$ cat src/hdl/rssa_pkg.sv
package rssa_pkg;

  localparam int unsigned DATA_W   = 8;
  localparam int unsigned MSB_POS  = 7;   // bit that receives old borrow on rotate
  localparam int unsigned LSB_POS  = 0;   // bit that leaves into borrow on rotate
  localparam int unsigned NIB_W    = 4;
  localparam logic [7:0]  ZERO_VAL = 8'h00;
  localparam logic [7:0]  ONE_VAL  = 8'h01;
  localparam logic [7:0]  W_RESET  = 8'h00;
  localparam int unsigned SKIP_CYCLES = 2;  // decrement-and-skip occupies two cycles when it skips

  // operation selector given by the sequencer with each request
  typedef enum logic [2:0] {
    OP_NONE,
    OP_ROT_RIGHT_BORROW_TO_W,
    OP_SUB_WITH_BORROW_MEM,
    OP_SUB_WITH_BORROW_IMM,
    OP_SUB_BORROW_TO_MEM,
    OP_DEC_SKIP_NULL,
    OP_DEC_SKIP_NULL_TO_W
  } op_type;

  // status flags kept by the datapath
  typedef struct packed {
    logic signed_wrap_flag;
    logic result_null_flag;
    logic nibble_half_flag;
    logic borrow_out_flag;
    logic signed_borrow_flag;
    logic chained_null_flag;
  } flags_type;

  localparam flags_type FLAGS_RESET = '0;

  // request from the sequencer
  typedef struct packed {
    logic       valid;
    op_type     op;
    logic [7:0] mem_data;
    logic [7:0] imm_data;
  } req_type;

  // memory write-back request
  typedef struct packed {
    logic       write;
    logic [7:0] data;
  } mem_wr_type;

endpackage : rssa_pkg

$ cat src/hdl/rssa_sub_unit.sv
`timescale 1ns/1ns
`default_nettype none

// combinational subtract with borrow and flag derivation
module rssa_sub_unit (
  // operands
  input  wire logic [7:0]          minuend_i,
  input  wire logic [7:0]          subtrahend_i,
  input  wire logic                borrow_in_flag_i,
  input  wire logic                prev_null_flag_i,
  // results
  output logic [7:0]               diff_o,
  output rssa_pkg::flags_type      flags_o
);
  import rssa_pkg::*;

  logic [8:0] wide_diff;
  logic [4:0] low_diff;
  logic [8:0] signed_diff;
  logic       inv_borrow;

  // borrow flag high means no borrow pending, so the inverse is subtracted
  assign inv_borrow = ~borrow_in_flag_i;
  assign wide_diff  = {1'b0, minuend_i} - {1'b0, subtrahend_i} - {8'h00, inv_borrow};
  assign low_diff   = {1'b0, minuend_i[NIB_W-1:0]} - {1'b0, subtrahend_i[NIB_W-1:0]}
                      - {4'h0, inv_borrow};
  assign signed_diff = {minuend_i[MSB_POS], minuend_i} - {subtrahend_i[MSB_POS], subtrahend_i}
                       - {8'h00, inv_borrow};
  assign diff_o = wide_diff[7:0];

  // flag derivation from the true difference
  always_comb begin
    flags_o.borrow_out_flag    = ~wide_diff[8];          // negative clears, else set
    flags_o.nibble_half_flag   = ~low_diff[4];
    flags_o.result_null_flag   = (wide_diff[7:0] == ZERO_VAL);
    flags_o.signed_wrap_flag   = signed_diff[8] ^ signed_diff[7];
    flags_o.signed_borrow_flag = signed_diff[8];        // sign of the unclipped result
    // chained zero keeps an earlier non-zero byte of a multibyte subtract
    flags_o.chained_null_flag  = (wide_diff[7:0] == ZERO_VAL) & prev_null_flag_i;
  end

endmodule // rssa_sub_unit
`default_nettype wire

$ cat src/hdl/rotate_subtract_skip_alu.sv
`timescale 1ns/1ns
`default_nettype none

////////////////////////////////////////////////////////////////////////////////
// Behaviour
// (RULE1) rotate right: old borrow into bit 7, operand bit 0 into borrow
// (RULE2) rotate writes only working register; memory and other flags untouched
// (RULE3) memory subtract: working minus byte minus inverted borrow into working
// (RULE4) immediate subtract: working minus immediate minus inverted borrow into working
// (RULE5) subtract to memory: same difference written back to memory
// (RULE6) borrow flag cleared on negative difference, set on zero or positive
// (RULE7) every subtract variant updates all six status flags
// (RULE8) decrement memory byte, write back, skip next when result zero
// (RULE9) decrement into working register, memory unchanged, skip when zero
// (RULE10) a taken skip inserts a dummy cycle, two cycles in total
// (RULE11) non-zero decrement result continues with next instruction
// (RULE12) decrement-and-skip leaves every status flag unchanged
module rotate_subtract_skip_alu (
  // clock and reset
  input  wire logic                clk_i,
  input  wire logic                rst_i,
  input  wire logic                ce_i,
  // request from the sequencer
  input  wire rssa_pkg::req_type   req_i,
  // architectural state
  output logic [7:0]               working_register_o,
  output rssa_pkg::flags_type      flags_o,
  // data memory write-back
  output rssa_pkg::mem_wr_type     mem_wr_o,
  // sequencer handshake
  output logic                     skip_next_o,
  output logic                     dummy_cycle_o,
  output logic                     busy_o
);
  import rssa_pkg::*;

  typedef enum logic [0:0] {
    ST_EXEC,
    ST_DUMMY
  } state_type;

  state_type  state;
  state_type  next_state;
  logic [7:0] working_register;
  logic [7:0] next_working_register;
  flags_type  flags;
  flags_type  next_flags;
  mem_wr_type mem_wr;
  mem_wr_type next_mem_wr;
  logic       skip_next;
  logic       next_skip_next;
  logic       dummy_cycle;
  logic       next_dummy_cycle;

  // sequencer handshake helpers
  logic       busy;
  logic       next_busy;
  logic       taken;      // valid request outside the dummy slot; accepted at an enabled edge
  logic       skip_hit;   // taken decrement with a zero result

  logic [7:0] sub_operand;
  logic [7:0] sub_diff;
  flags_type  sub_flags;
  logic [7:0] dec_val;

  ////////////////////////////////////////////////////////////////////////////////
  // decrement of a byte, shared by both skip forms
  function automatic logic [7:0] dec_byte(input logic [7:0] value);
    dec_byte = value - ONE_VAL;
  endfunction

  // rotate right through the borrow flag
  function automatic logic [7:0] rot_right(input logic [7:0] value, input logic bin);
    rot_right = {bin, value[MSB_POS:LSB_POS+1]};
  endfunction

  // the two decrement-and-skip forms share one skip decision; keeping the
  // decode in one place stops the datapath and sequencer from drifting apart
  function automatic logic is_dec_skip(input op_type op);
    is_dec_skip = (op == OP_DEC_SKIP_NULL) || (op == OP_DEC_SKIP_NULL_TO_W);
  endfunction

  // immediate and memory forms share one subtractor
  assign sub_operand = (req_i.op == OP_SUB_WITH_BORROW_IMM) ? req_i.imm_data : req_i.mem_data;
  assign dec_val     = dec_byte(req_i.mem_data);

  rssa_sub_unit u_sub (
    .minuend_i        (working_register),
    .subtrahend_i     (sub_operand),
    .borrow_in_flag_i (flags.borrow_out_flag),
    .prev_null_flag_i (flags.chained_null_flag),
    .diff_o           (sub_diff),
    .flags_o          (sub_flags)
  );

  ////////////////////////////////////////////////////////////////////////////////
  // a request is taken only outside the dummy slot; there it is refused
  // silently, since the sequencer already discards that instruction itself
  assign taken    = req_i.valid && (state == ST_EXEC);
  assign skip_hit = taken && is_dec_skip(req_i.op) && (dec_val == ZERO_VAL);

  ////////////////////////////////////////////////////////////////////////////////
  // next values of the working register, flags and memory write-back;
  // a frozen cycle is held at the registers, so nothing here looks at ce_i
  always_comb begin
    next_working_register = working_register;
    next_flags            = flags;
    next_mem_wr           = '0;   // write-back is a pulse of one enabled cycle
    if (taken) begin
      case (req_i.op)
        OP_ROT_RIGHT_BORROW_TO_W: begin
          // (RULE1) rotate through borrow
          next_working_register      = rot_right(req_i.mem_data, flags.borrow_out_flag);
          next_flags.borrow_out_flag = req_i.mem_data[LSB_POS];
          // (RULE2) no memory write here
          next_mem_wr.write          = 1'b0;
        end
        OP_SUB_WITH_BORROW_MEM, OP_SUB_WITH_BORROW_IMM: begin
          // (RULE3) (RULE4) difference to working register
          next_working_register = sub_diff;
          // (RULE6) (RULE7) all six flags from the result
          next_flags            = sub_flags;
        end
        OP_SUB_BORROW_TO_MEM: begin
          // (RULE5) difference back to memory
          next_mem_wr.write = 1'b1;
          next_mem_wr.data  = sub_diff;
          // (RULE7) flags follow here too
          next_flags        = sub_flags;
        end
        OP_DEC_SKIP_NULL: begin
          // (RULE8) decrement back to memory; flags untouched (RULE12)
          next_mem_wr.write = 1'b1;
          next_mem_wr.data  = dec_val;
        end
        OP_DEC_SKIP_NULL_TO_W: begin
          // (RULE9) decrement into working register; memory left alone
          next_working_register = dec_val;
        end
        default: begin
          // idle and unused codes leave the datapath as it is
          next_working_register = working_register;
        end
      endcase
    end
  end

  ////////////////////////////////////////////////////////////////////////////////
  // next values of the sequencer handshake; the skip pulse, the dummy
  // marker and busy rise together and fall after one enabled cycle
  always_comb begin
    next_state       = state;
    next_skip_next   = 1'b0;
    next_dummy_cycle = 1'b0;
    next_busy        = 1'b0;
    case (state)
      ST_DUMMY: begin
        // (RULE10) dummy slot ends
        // a request arriving now belongs to the discarded instruction
        next_state = ST_EXEC;
      end
      ST_EXEC: begin
        // (RULE11) skip only on zero, else run on
        if (skip_hit) begin
          // (RULE10) discard next, insert dummy
          next_skip_next   = 1'b1;
          next_dummy_cycle = 1'b1;
          next_busy        = 1'b1;
          next_state       = ST_DUMMY;
        end
      end
      default: begin
        // an illegal state code falls back to normal execution
        next_state = ST_EXEC;
      end
    endcase
  end

  // datapath registers; clock enable freezes everything
  // reset beats the enable so a frozen core still clears
  always_ff @(posedge clk_i) begin
    if (rst_i) begin
      working_register <= W_RESET;
      flags            <= FLAGS_RESET;
      mem_wr           <= '0;
    end else if (ce_i) begin
      working_register <= next_working_register;
      flags            <= next_flags;
      mem_wr           <= next_mem_wr;
    end
  end

  // sequencer registers; busy has its own flop so the output needs no decode,
  // at the cost of one flop that always mirrors the state
  always_ff @(posedge clk_i) begin
    if (rst_i) begin
      state       <= ST_EXEC;
      skip_next   <= 1'b0;
      dummy_cycle <= 1'b0;
      busy        <= 1'b0;
    end else if (ce_i) begin
      state       <= next_state;
      skip_next   <= next_skip_next;
      dummy_cycle <= next_dummy_cycle;
      busy        <= next_busy;
    end
  end

  ////////////////////////////////////////////////////////////////////////////////
  // outputs straight from flip-flops, so the sequencer sees clean
  // levels with a full cycle of settling
  always_comb begin
    working_register_o = working_register;
    flags_o            = flags;
    mem_wr_o           = mem_wr;
    skip_next_o        = skip_next;
    dummy_cycle_o      = dummy_cycle;
    busy_o             = busy;
  end

endmodule // rotate_subtract_skip_alu
`default_nettype wire

$ cat config.mk
export PLATFORM = sky130hd
export DESIGN_NAME = rotate_subtract_skip_alu
export DESIGN_NICKNAME = d
export VERILOG_FILES = /design/src/hdl/rssa_pkg.sv /design/src/hdl/rssa_sub_unit.sv /design/src/hdl/rotate_subtract_skip_alu.sv
export SDC_FILE = /design/constraint.sdc
export NUM_CORES = 1
export LEC_CHECK = 0
export ABC_AREA = 1
export BUFFER_PORTS_ARGS = -buffer_cell sky130_fd_sc_hd__clkbuf_2
export CAP_MARGIN = 10
export CORE_MARGIN = 3
export CORE_UTILIZATION = 44
export CTS_BUF_LIST = sky130_fd_sc_hd__clkbuf_4 sky130_fd_sc_hd__clkbuf_8
export CTS_CLUSTER_SIZE = 14
export DETAILED_ROUTE_END_ITERATION = 12
export PLACE_DENSITY = 0.73
export SLEW_MARGIN = 20
export SYNTH_ARGS = -nofsm -noshare
export SYNTH_HDL_FRONTEND = slang
export SYNTH_SLANG_ARGS = --single-unit
export TNS_END_PERCENT = 10
$ cat constraint.sdc
create_clock -name clk_i -period 4.15 [get_ports clk_i]
set_clock_uncertainty 0.1 [all_clocks]
set_input_delay 0.2075 -clock clk_i [delete_from_list [all_inputs] [get_ports clk_i]]
set_output_delay 0.2075 -clock clk_i [all_outputs]
set_load 0.02 [all_outputs]
==> metrics.md, run 1 <==
| Metric | Value |
|---|---|
| Number of setup violations in the final report | `0` |
| Crit path required time | `4.26 ns` |
| Slowest stage cell on the critical path | `fa_1` |
| Final max-slew violation count | `0` |
| Setup TNS | `0 ns` |
| Leakage power | `1.26 nW` |
| Beginning of the worst register-to-register path | `flags_o[2]` |
| Fill cell count | `464` |
| Largest net degree at the start of global routing | `17` |
| Critical Path End Type | `flip-flop` |
| Crit path cell chain | `clkbuf_2 > inv_2 > nor2_4 > nand2_1 > nand2_1 > o21ai_0 > fa_1 > inv_1 > ha_1 > o21ai_0 > nand2_1 > nand2_1 > nand2_1 > nand2_1 > nand2_1 > o21ai_0 > nand2_1 > a21oi_1` |
| H-Tree Level Count | `1` |
| Maximum fanout encountered on the critical timing path | `16` |
| Full die area | `0.00547 sq mm` |
| Clock insertion delay at the later pin of the skew report | `0.27 ns` |
| Commonest non-fill, non-tap cells in the layout | `81 x nand2_1, 61 x inv_1, 48 x clkbuf_2` |
| Actual slew at the worst max-slew pin | `0.559 ns` |
| CTS tree | `yes` |
| Final period utilization | `68.7%` |
| Startpoint of the worst setup timing path | `req_i[17]` |
| Shortest period the worst path allows | `2.85 ns` |
| Starting Density | `46.0%` |
| Maximum vdd ir drop | `0.000191 V` |
| Clock-pin slew on the worst setup and hold paths | `0.09 ns` |
| Net count reported at finish | `410` |
| TritonCTS Buffers | `3` |
| Vias in the first global route | `1967` |
| Xor and xnor area share after synthesis | `2.59%` |
| Library cell occupying the most area in the post-synthesis netlist | `dfxtp_1` |
| Async set-or-reset flop fraction in the synthesized netlist | `0%` |
| First-pass iteration count of the detailed router | `4` |
| Pwr Density | `306 mW/mm^2` |
| Number of diodes added for antenna fixing | `0` |
| Fin util | `53.6%` |
| CP Buf/Inv Count | `3` |
| Post-synth EDFFs | `0` |
| Most common library cell in the layout ignoring fill and taps | `nand2_1` |
| Critical Path Source Type | `input port` |
| HPWL Detailed | `4310 um` |
| Die Span X | `74.0 um` |
| Buffer depth of the longest clock path | `2` |
| DRT Wirelength | `5160 um` |
| Violation count after the first detailed-routing iteration | `108` |
| Average wire per standard cell | `12.3 um` |
| CP arrival | `2.96 ns` |
| Fraction of post-synthesis cell area in the top cell type by area | `23.6%` |
| Aggregate global routing overflow | `0` |
| Number of cell rows | `24` |
| Sequential area share after synthesis | `23.6%` |
| Remaining number of nets flagged by the antenna check after routing | `0` |
| First-pass GRT wire length | `8800 um` |
| Type of the setup path with the least slack | `input port to flip-flop` |
| Final Wtd Congestion | `0.928` |
| Core Footprint | `0.00441 sq mm` |
| Hold-fix buffers, CTS | `0` |
| Antenna violations before repair | `0` |
| Share of the synthesized area in compound gates (AO/OA/AOI/OAI) | `18.8%` |
| Largest cells by area after synthesis | `dfxtp_1 24%, nand2_1 15%, inv_1 11%` |
| Share of post-route cells with drive strength above 1 | `17.7%` |
| Area of the mapped netlist | `0.00203 sq mm` |
| Netlist cell types | `30` |
| Primary FF master, synth | `dfxtp_1` |
| Class of the worst hold path | `input port to flip-flop` |
| Number of gates given a new drive strength after cts | `0` |
| Port bufs | `48` |
| Cell family contributing the most delay on the critical path | `simple AND/OR/NAND/NOR gates` |
| Number of vias after detailed routing | `2120` |
| Max-Slew Margin vs Limit | `62.6%` |
| Adder-cell area share of the yosys netlist | `12.4%` |
| Synthesis-stage register bit count | `24` |
| Number of warning messages in the yosys log | `0` |
| RSZ-0062 raised after global routing | `false` |
| DRC violation count after routing | `0` |
| Slowest stage delay, CP | `0.52 ns` |
| Max-cap violation count | `0` |
| Clock tree root driver cell | `clkbuf_8` |
| Multiplexer share of the synthesized area | `0%` |
| Vert. Die Dim | `74.0 um` |
| Simple-gate share of the synthesized area | `28.1%` |
| Worst hold start | `req_i[11]` |
| Most common cell type on the critical path | `nand2_1` |
| Post-Syn Nets | `364` |
| Number of clock sinks | `24` |
| Gate count after technology mapping | `322` |
| Number of failing hold endpoints at the final stage | `0` |
| Largest family of logic cells by synthesized area | `simple AND/OR/NAND/NOR gates` |
| Vias per std cell | `5.06` |
| Result of the run | `complete, no violations` |
| Area growth from synthesis to final layout | `16.5%` |
| Tot GR Track Use | `20.1%` |
| Boundary pin count | `49` |
| Post-CTS Repair Setup Buffers | `0` |
| Per-instance average area after synthesis | `6.31 sq um` |
| Max Clock Freq | `351 MHz` |
[through the flow]
stage	cells	instance area (sq um)	hold slack [ns]	worst slack [ns]	power [mW]
6_report	419	2370	0.148	1.30	0.725
5_1_grt	419	2370	0.190	0.872	0.779
4_1_cts	419	2370	0.144	1.28	0.726
3_5_place_dp	415	2300	0.317	1.00	0.515
3_3_place_gp	415	2300	0.322	1.10	0.512
2_1_floorplan	322	2030	0.256	1.51	0.446
[registers in the layout, summed over array words and instances (netlist names)]
name	flops
mem_wr_o	9
working_register_o	8
flags_o	6
state	1
[cell usage after synthesis, types with 2 or more instances]
library cell,n
o21ai_1,7
ha_1,17
clkbuf_1,3
a21oi_1,32
o21ai_0,14
nand2_2,2
nand3_1,17
nand2_1,81
o21a_1,3
fa_1,2
xor2_1,5
o22ai_1,6
nor2_1,19
nand4_1,4
dfxtp_1,24
inv_2,3
buf_4,4
inv_1,61
nor2_4,4
a31oi_1,4
[layout make-up]
class                           instances  area [sq um]  area share (%)
Clock buffer                            3          41.3            1.74
Clock inverter                          1          30.0            1.27
Inverter                               66           250            10.6
Multi-Input combinational cell        225          1260            53.2
Sequential cell                        24           480            20.3
Tap cell                               52          65.1            2.75
Timing Repair Buffer                   48           240            10.1
[cells by family after synthesis]
group                    after synthesis
AND/OR/NAND/NOR                      131
XOR/XNOR                               6
adder cells (fa/ha/maj)               19
flip-flops                            24
buffers and inverters                 73
AO/OA/AOI/OAI                         69
[final timing paths]
path	slack [ns]	endpoint	cells after the start
hold reg to reg	0.33	flags_o[0]	2
setup reg to reg	1.82	mem_wr_o[5]	12
hold / removal	0.15	working_register_o[2]	3
setup / recovery	1.30	mem_wr_o[5]	18
[report_power, final]
group	internal (mW)	leakage (nW)	switching [mW]
logic	0.0923	1.02	0.174
clock network	0.129	0.0357	0.0838
registers	0.238	0.195	0.00729
[worst min-delay path: stages]
cell      delay (ns)
clkbuf_2        0.10
a21oi_1         0.06
a21oi_1         0.11
[routing by layer]
metal  GRT usage [%]  part of all wire (%)  routed length (um)
met1            27.5                    47                2430
met2            32.4                    46                2380
met3            4.32                   5.3                 274
met4            5.03                   1.6                  82
met5               0                     0                   0
No activity file was read; power rests on OpenSTA's default activity.
==> inputs of run 2 (changes only) <==
ABC_AREA = 0   (was 1)
clock period = 2.65 ns   (was 4.15 ns; I/O delays follow)
==> metrics.md, run 2 <==
| Metric | Value |
|---|---|
| Result of the run | `finished, violations left` |
| Failing checks | `negative setup slack` |
| Commonest non-fill, non-tap cells in the layout | `47 x clkbuf_2, 43 x buf_4, 31 x nor2_1` |
| Type of the setup path with the least slack | `input port to flip-flop` |
| Number of diodes added for antenna fixing | `0` |
| Tot GR Track Use | `22.1%` |
| Fraction of post-synthesis cell area in the top cell type by area | `23.3%` |
| Final Worst Setup Slack | `-0.194 ns` |
| Share of post-route cells with drive strength above 1 | `37.9%` |
| Overall Power | `1.38 mW` |
| Area growth from synthesis to final layout | `37.0%` |
| Multiplexer share of the synthesized area | `5.70%` |
| Final Wtd Congestion | `0.924` |
| Xor and xnor area share after synthesis | `7.21%` |
| Commonest cells post-synth | `31 x nor2_1, 26 x inv_1, 24 x dfxtp_1` |
| Post-Syn Nets | `307` |
| Die Span X | `74.5 um` |
| Simple-gate share of the synthesized area | `21.2%` |
| Core Footprint | `0.00444 sq mm` |
| Startpoint of the worst setup timing path | `req_i[17]` |
| Routed met2 length | `2980 um` |
| Largest net degree at the start of global routing | `26` |
| RSZ-0062 raised after global routing | `true` |
| DRC violation count after routing | `0` |
| Max-cap violation count | `0` |
| Number of setup violations in the final report | `5` |
| Routed length on met1 | `2450 um` |
| Primary FF master, synth | `dfxtp_1` |
| Largest family of logic cells by synthesized area | `compound AO/OA/AOI/OAI gates` |
| Average wire per standard cell | `15.4 um` |
| CP arrival | `2.95 ns` |
| Number of vias after detailed routing | `2256` |
| Largest cells by area after synthesis | `dfxtp_1 23%, ha_1 10%, nor2_1 5.6%` |
| Hold-fix buffers, CTS | `0` |
| Leakage power | `1.27 nW` |
| Flip-flop count of the largest register, all copies and words added | `9` |
| Netlist cell types | `51` |
| Class of the worst hold path | `input port to flip-flop` |
| Vias per std cell | `5.71` |
| Area of the mapped netlist | `0.00206 sq mm` |
| DRT Wirelength | `6070 um` |
| Shortest period the worst path allows | `2.84 ns` |
| Sequential area share after synthesis | `23.3%` |
| Number of cell rows | `24` |
| TritonCTS Buffers | `3` |
| First-pass GRT wire length | `9630 um` |
| Critical Path Source Type | `input port` |
| Clock insertion delay at the later pin of the skew report | `0.27 ns` |
| Library cell occupying the most area in the post-synthesis netlist | `dfxtp_1` |
| Boundary pin count | `49` |
| Vias in the first global route | `2074` |
| Most common library cell in the layout ignoring fill and taps | `clkbuf_2` |
| Max Clock Freq | `352 MHz` |
| H-Tree Level Count | `1` |
| Number of clock sinks | `24` |
| Violation count after the first detailed-routing iteration | `203` |
| Buffer depth of the longest clock path | `2` |
| Share of the synthesized area in compound gates (AO/OA/AOI/OAI) | `21.7%` |
| Post-synth EDFFs | `0` |
| Highest metal used | `met4` |
| Crit path required time | `2.76 ns` |
| Critical Path End Type | `flip-flop` |
| Number of failing hold endpoints at the final stage | `0` |
| Adder-cell area share of the yosys netlist | `12.2%` |
| Antenna violations before repair | `0` |
| Per-instance average area after synthesis | `7.79 sq um` |
| Clock-pin slew on the worst setup and hold paths | `0.10 ns` |
| WL met3 | `518 um` |
| Aggregate global routing overflow | `0` |
| Clock tree root driver cell | `clkbuf_8` |
| HPWL Detailed | `4720 um` |
| Vert. Die Dim | `74.5 um` |
| Maximum vdd ir drop | `0.000257 V` |
| Starting Density | `46.5%` |
| Fin util | `63.7%` |
| Remaining number of nets flagged by the antenna check after routing | `0` |
| Port bufs | `48` |
| Full die area | `0.00555 sq mm` |
| Gate count after technology mapping | `265` |
| First-pass iteration count of the detailed router | `5` |
| CTS tree | `yes` |
| Number of warning messages in the yosys log | `0` |
| Synthesis-stage register bit count | `24` |
| Beginning of the worst register-to-register path | `working_register_o[0]` |
| Pwr Density | `487 mW/mm^2` |
| Actual slew at the worst max-slew pin | `0.544 ns` |
| Final max-slew violation count | `0` |
| Maximum fanout encountered on the critical timing path | `7` |
| Max-Slew Margin vs Limit | `63.8%` |
| Net count reported at finish | `386` |
| Worst hold start | `ce_i` |
| Dominant cell by count in the synthesized netlist | `nor2_1` |
| Async set-or-reset flop fraction in the synthesized netlist | `0%` |
| Final period utilization | `107%` |
run 2: cell families after synthesis:
| kind of cell | Yosys count |
|---|---|
| AND/OR/NAND/NOR | 86 |
| adder cells (fa/ha/maj) | 19 |
| flip-flops | 24 |
| buffers and inverters | 44 |
| XOR/XNOR | 17 |
| multiplexers | 11 |
| AO/OA/AOI/OAI | 64 |
run 2: per-stage QoR:
stage / setup slack [ns] / cell area (sq um) / TNS (ns) / std cells / hold WS (ns)
after floorplan: -0.441 / 2170 / -1.22 / 265 / 0.222
after CTS: -0.164 / 2770 / -0.222 / 392 / 0.0809
after global placement: -0.411 / 2670 / -1.80 / 387 / 0.342
after detailed placement: -0.478 / 2670 / -2.31 / 387 / 0.347
final: -0.194 / 2830 / -0.396 / 395 / 0.0808
after global routing: -0.308 / 2830 / -1.45 / 395 / 0.104
run 2: cell type report:
cell class	instances	area, sq um
multi-input cells	197	1540
well taps	52	65.1
flip-flops and latches	24	480
clock buffers	3	41.3
inverters	27	101
fillers	415	1620
clock inverters	1	30.0
repair buffers	91	572
run 2: where the power goes:
| group | switching [mW] | internal (mW) | leakage [nW] | total [mW] |
|---|---|---|---|---|
| combinational | 0.332 | 0.328 | 1.04 | 0.660 |
| clock | 0.135 | 0.202 | 0.0357 | 0.337 |
| sequential | 0.00824 | 0.372 | 0.195 | 0.381 |
run 2: critical path, stage by stage:
cell and delay, ns:
clkbuf_2 0.09, nor2b_4 0.16, nand2_4 0.11, mux2i_2 0.17, fa_2 0.55, inv_1 0.05, ha_2 0.16, o21ai_2 0.16
nand2_1 0.09, xor2_1 0.16, or4_4 0.49, or4b_4 0.49, a21oi_2 0.14
run 2: what timing repair did:
action                                  4_1_cts  5_1_grt
buffers inserted                              1        3
gates resized for setup                       3        8
pin swaps                                     1        9
endpoints found under the setup margin        4        7
endpoints found under the hold margin         0        0
run 2: path summary, 6_finish.rpt:
kind,endpoint,slack [ns],cells after the start
worst min-delay path,mem_wr_o[7],0.08,4
worst max-delay path,flags_o[4],-0.19,13
worst min register to register,mem_wr_o[7],0.37,2
worst max register to register,flags_o[4],-0.18,9
run 2: routing by layer:
metal  global-route usage (%)  vias to the layer above
li1                         -                     1080
met1                     27.7                     1038
met2                     39.3                      119
met3                     2.84                       19
met4                     6.32                        0
met5                        0                        -
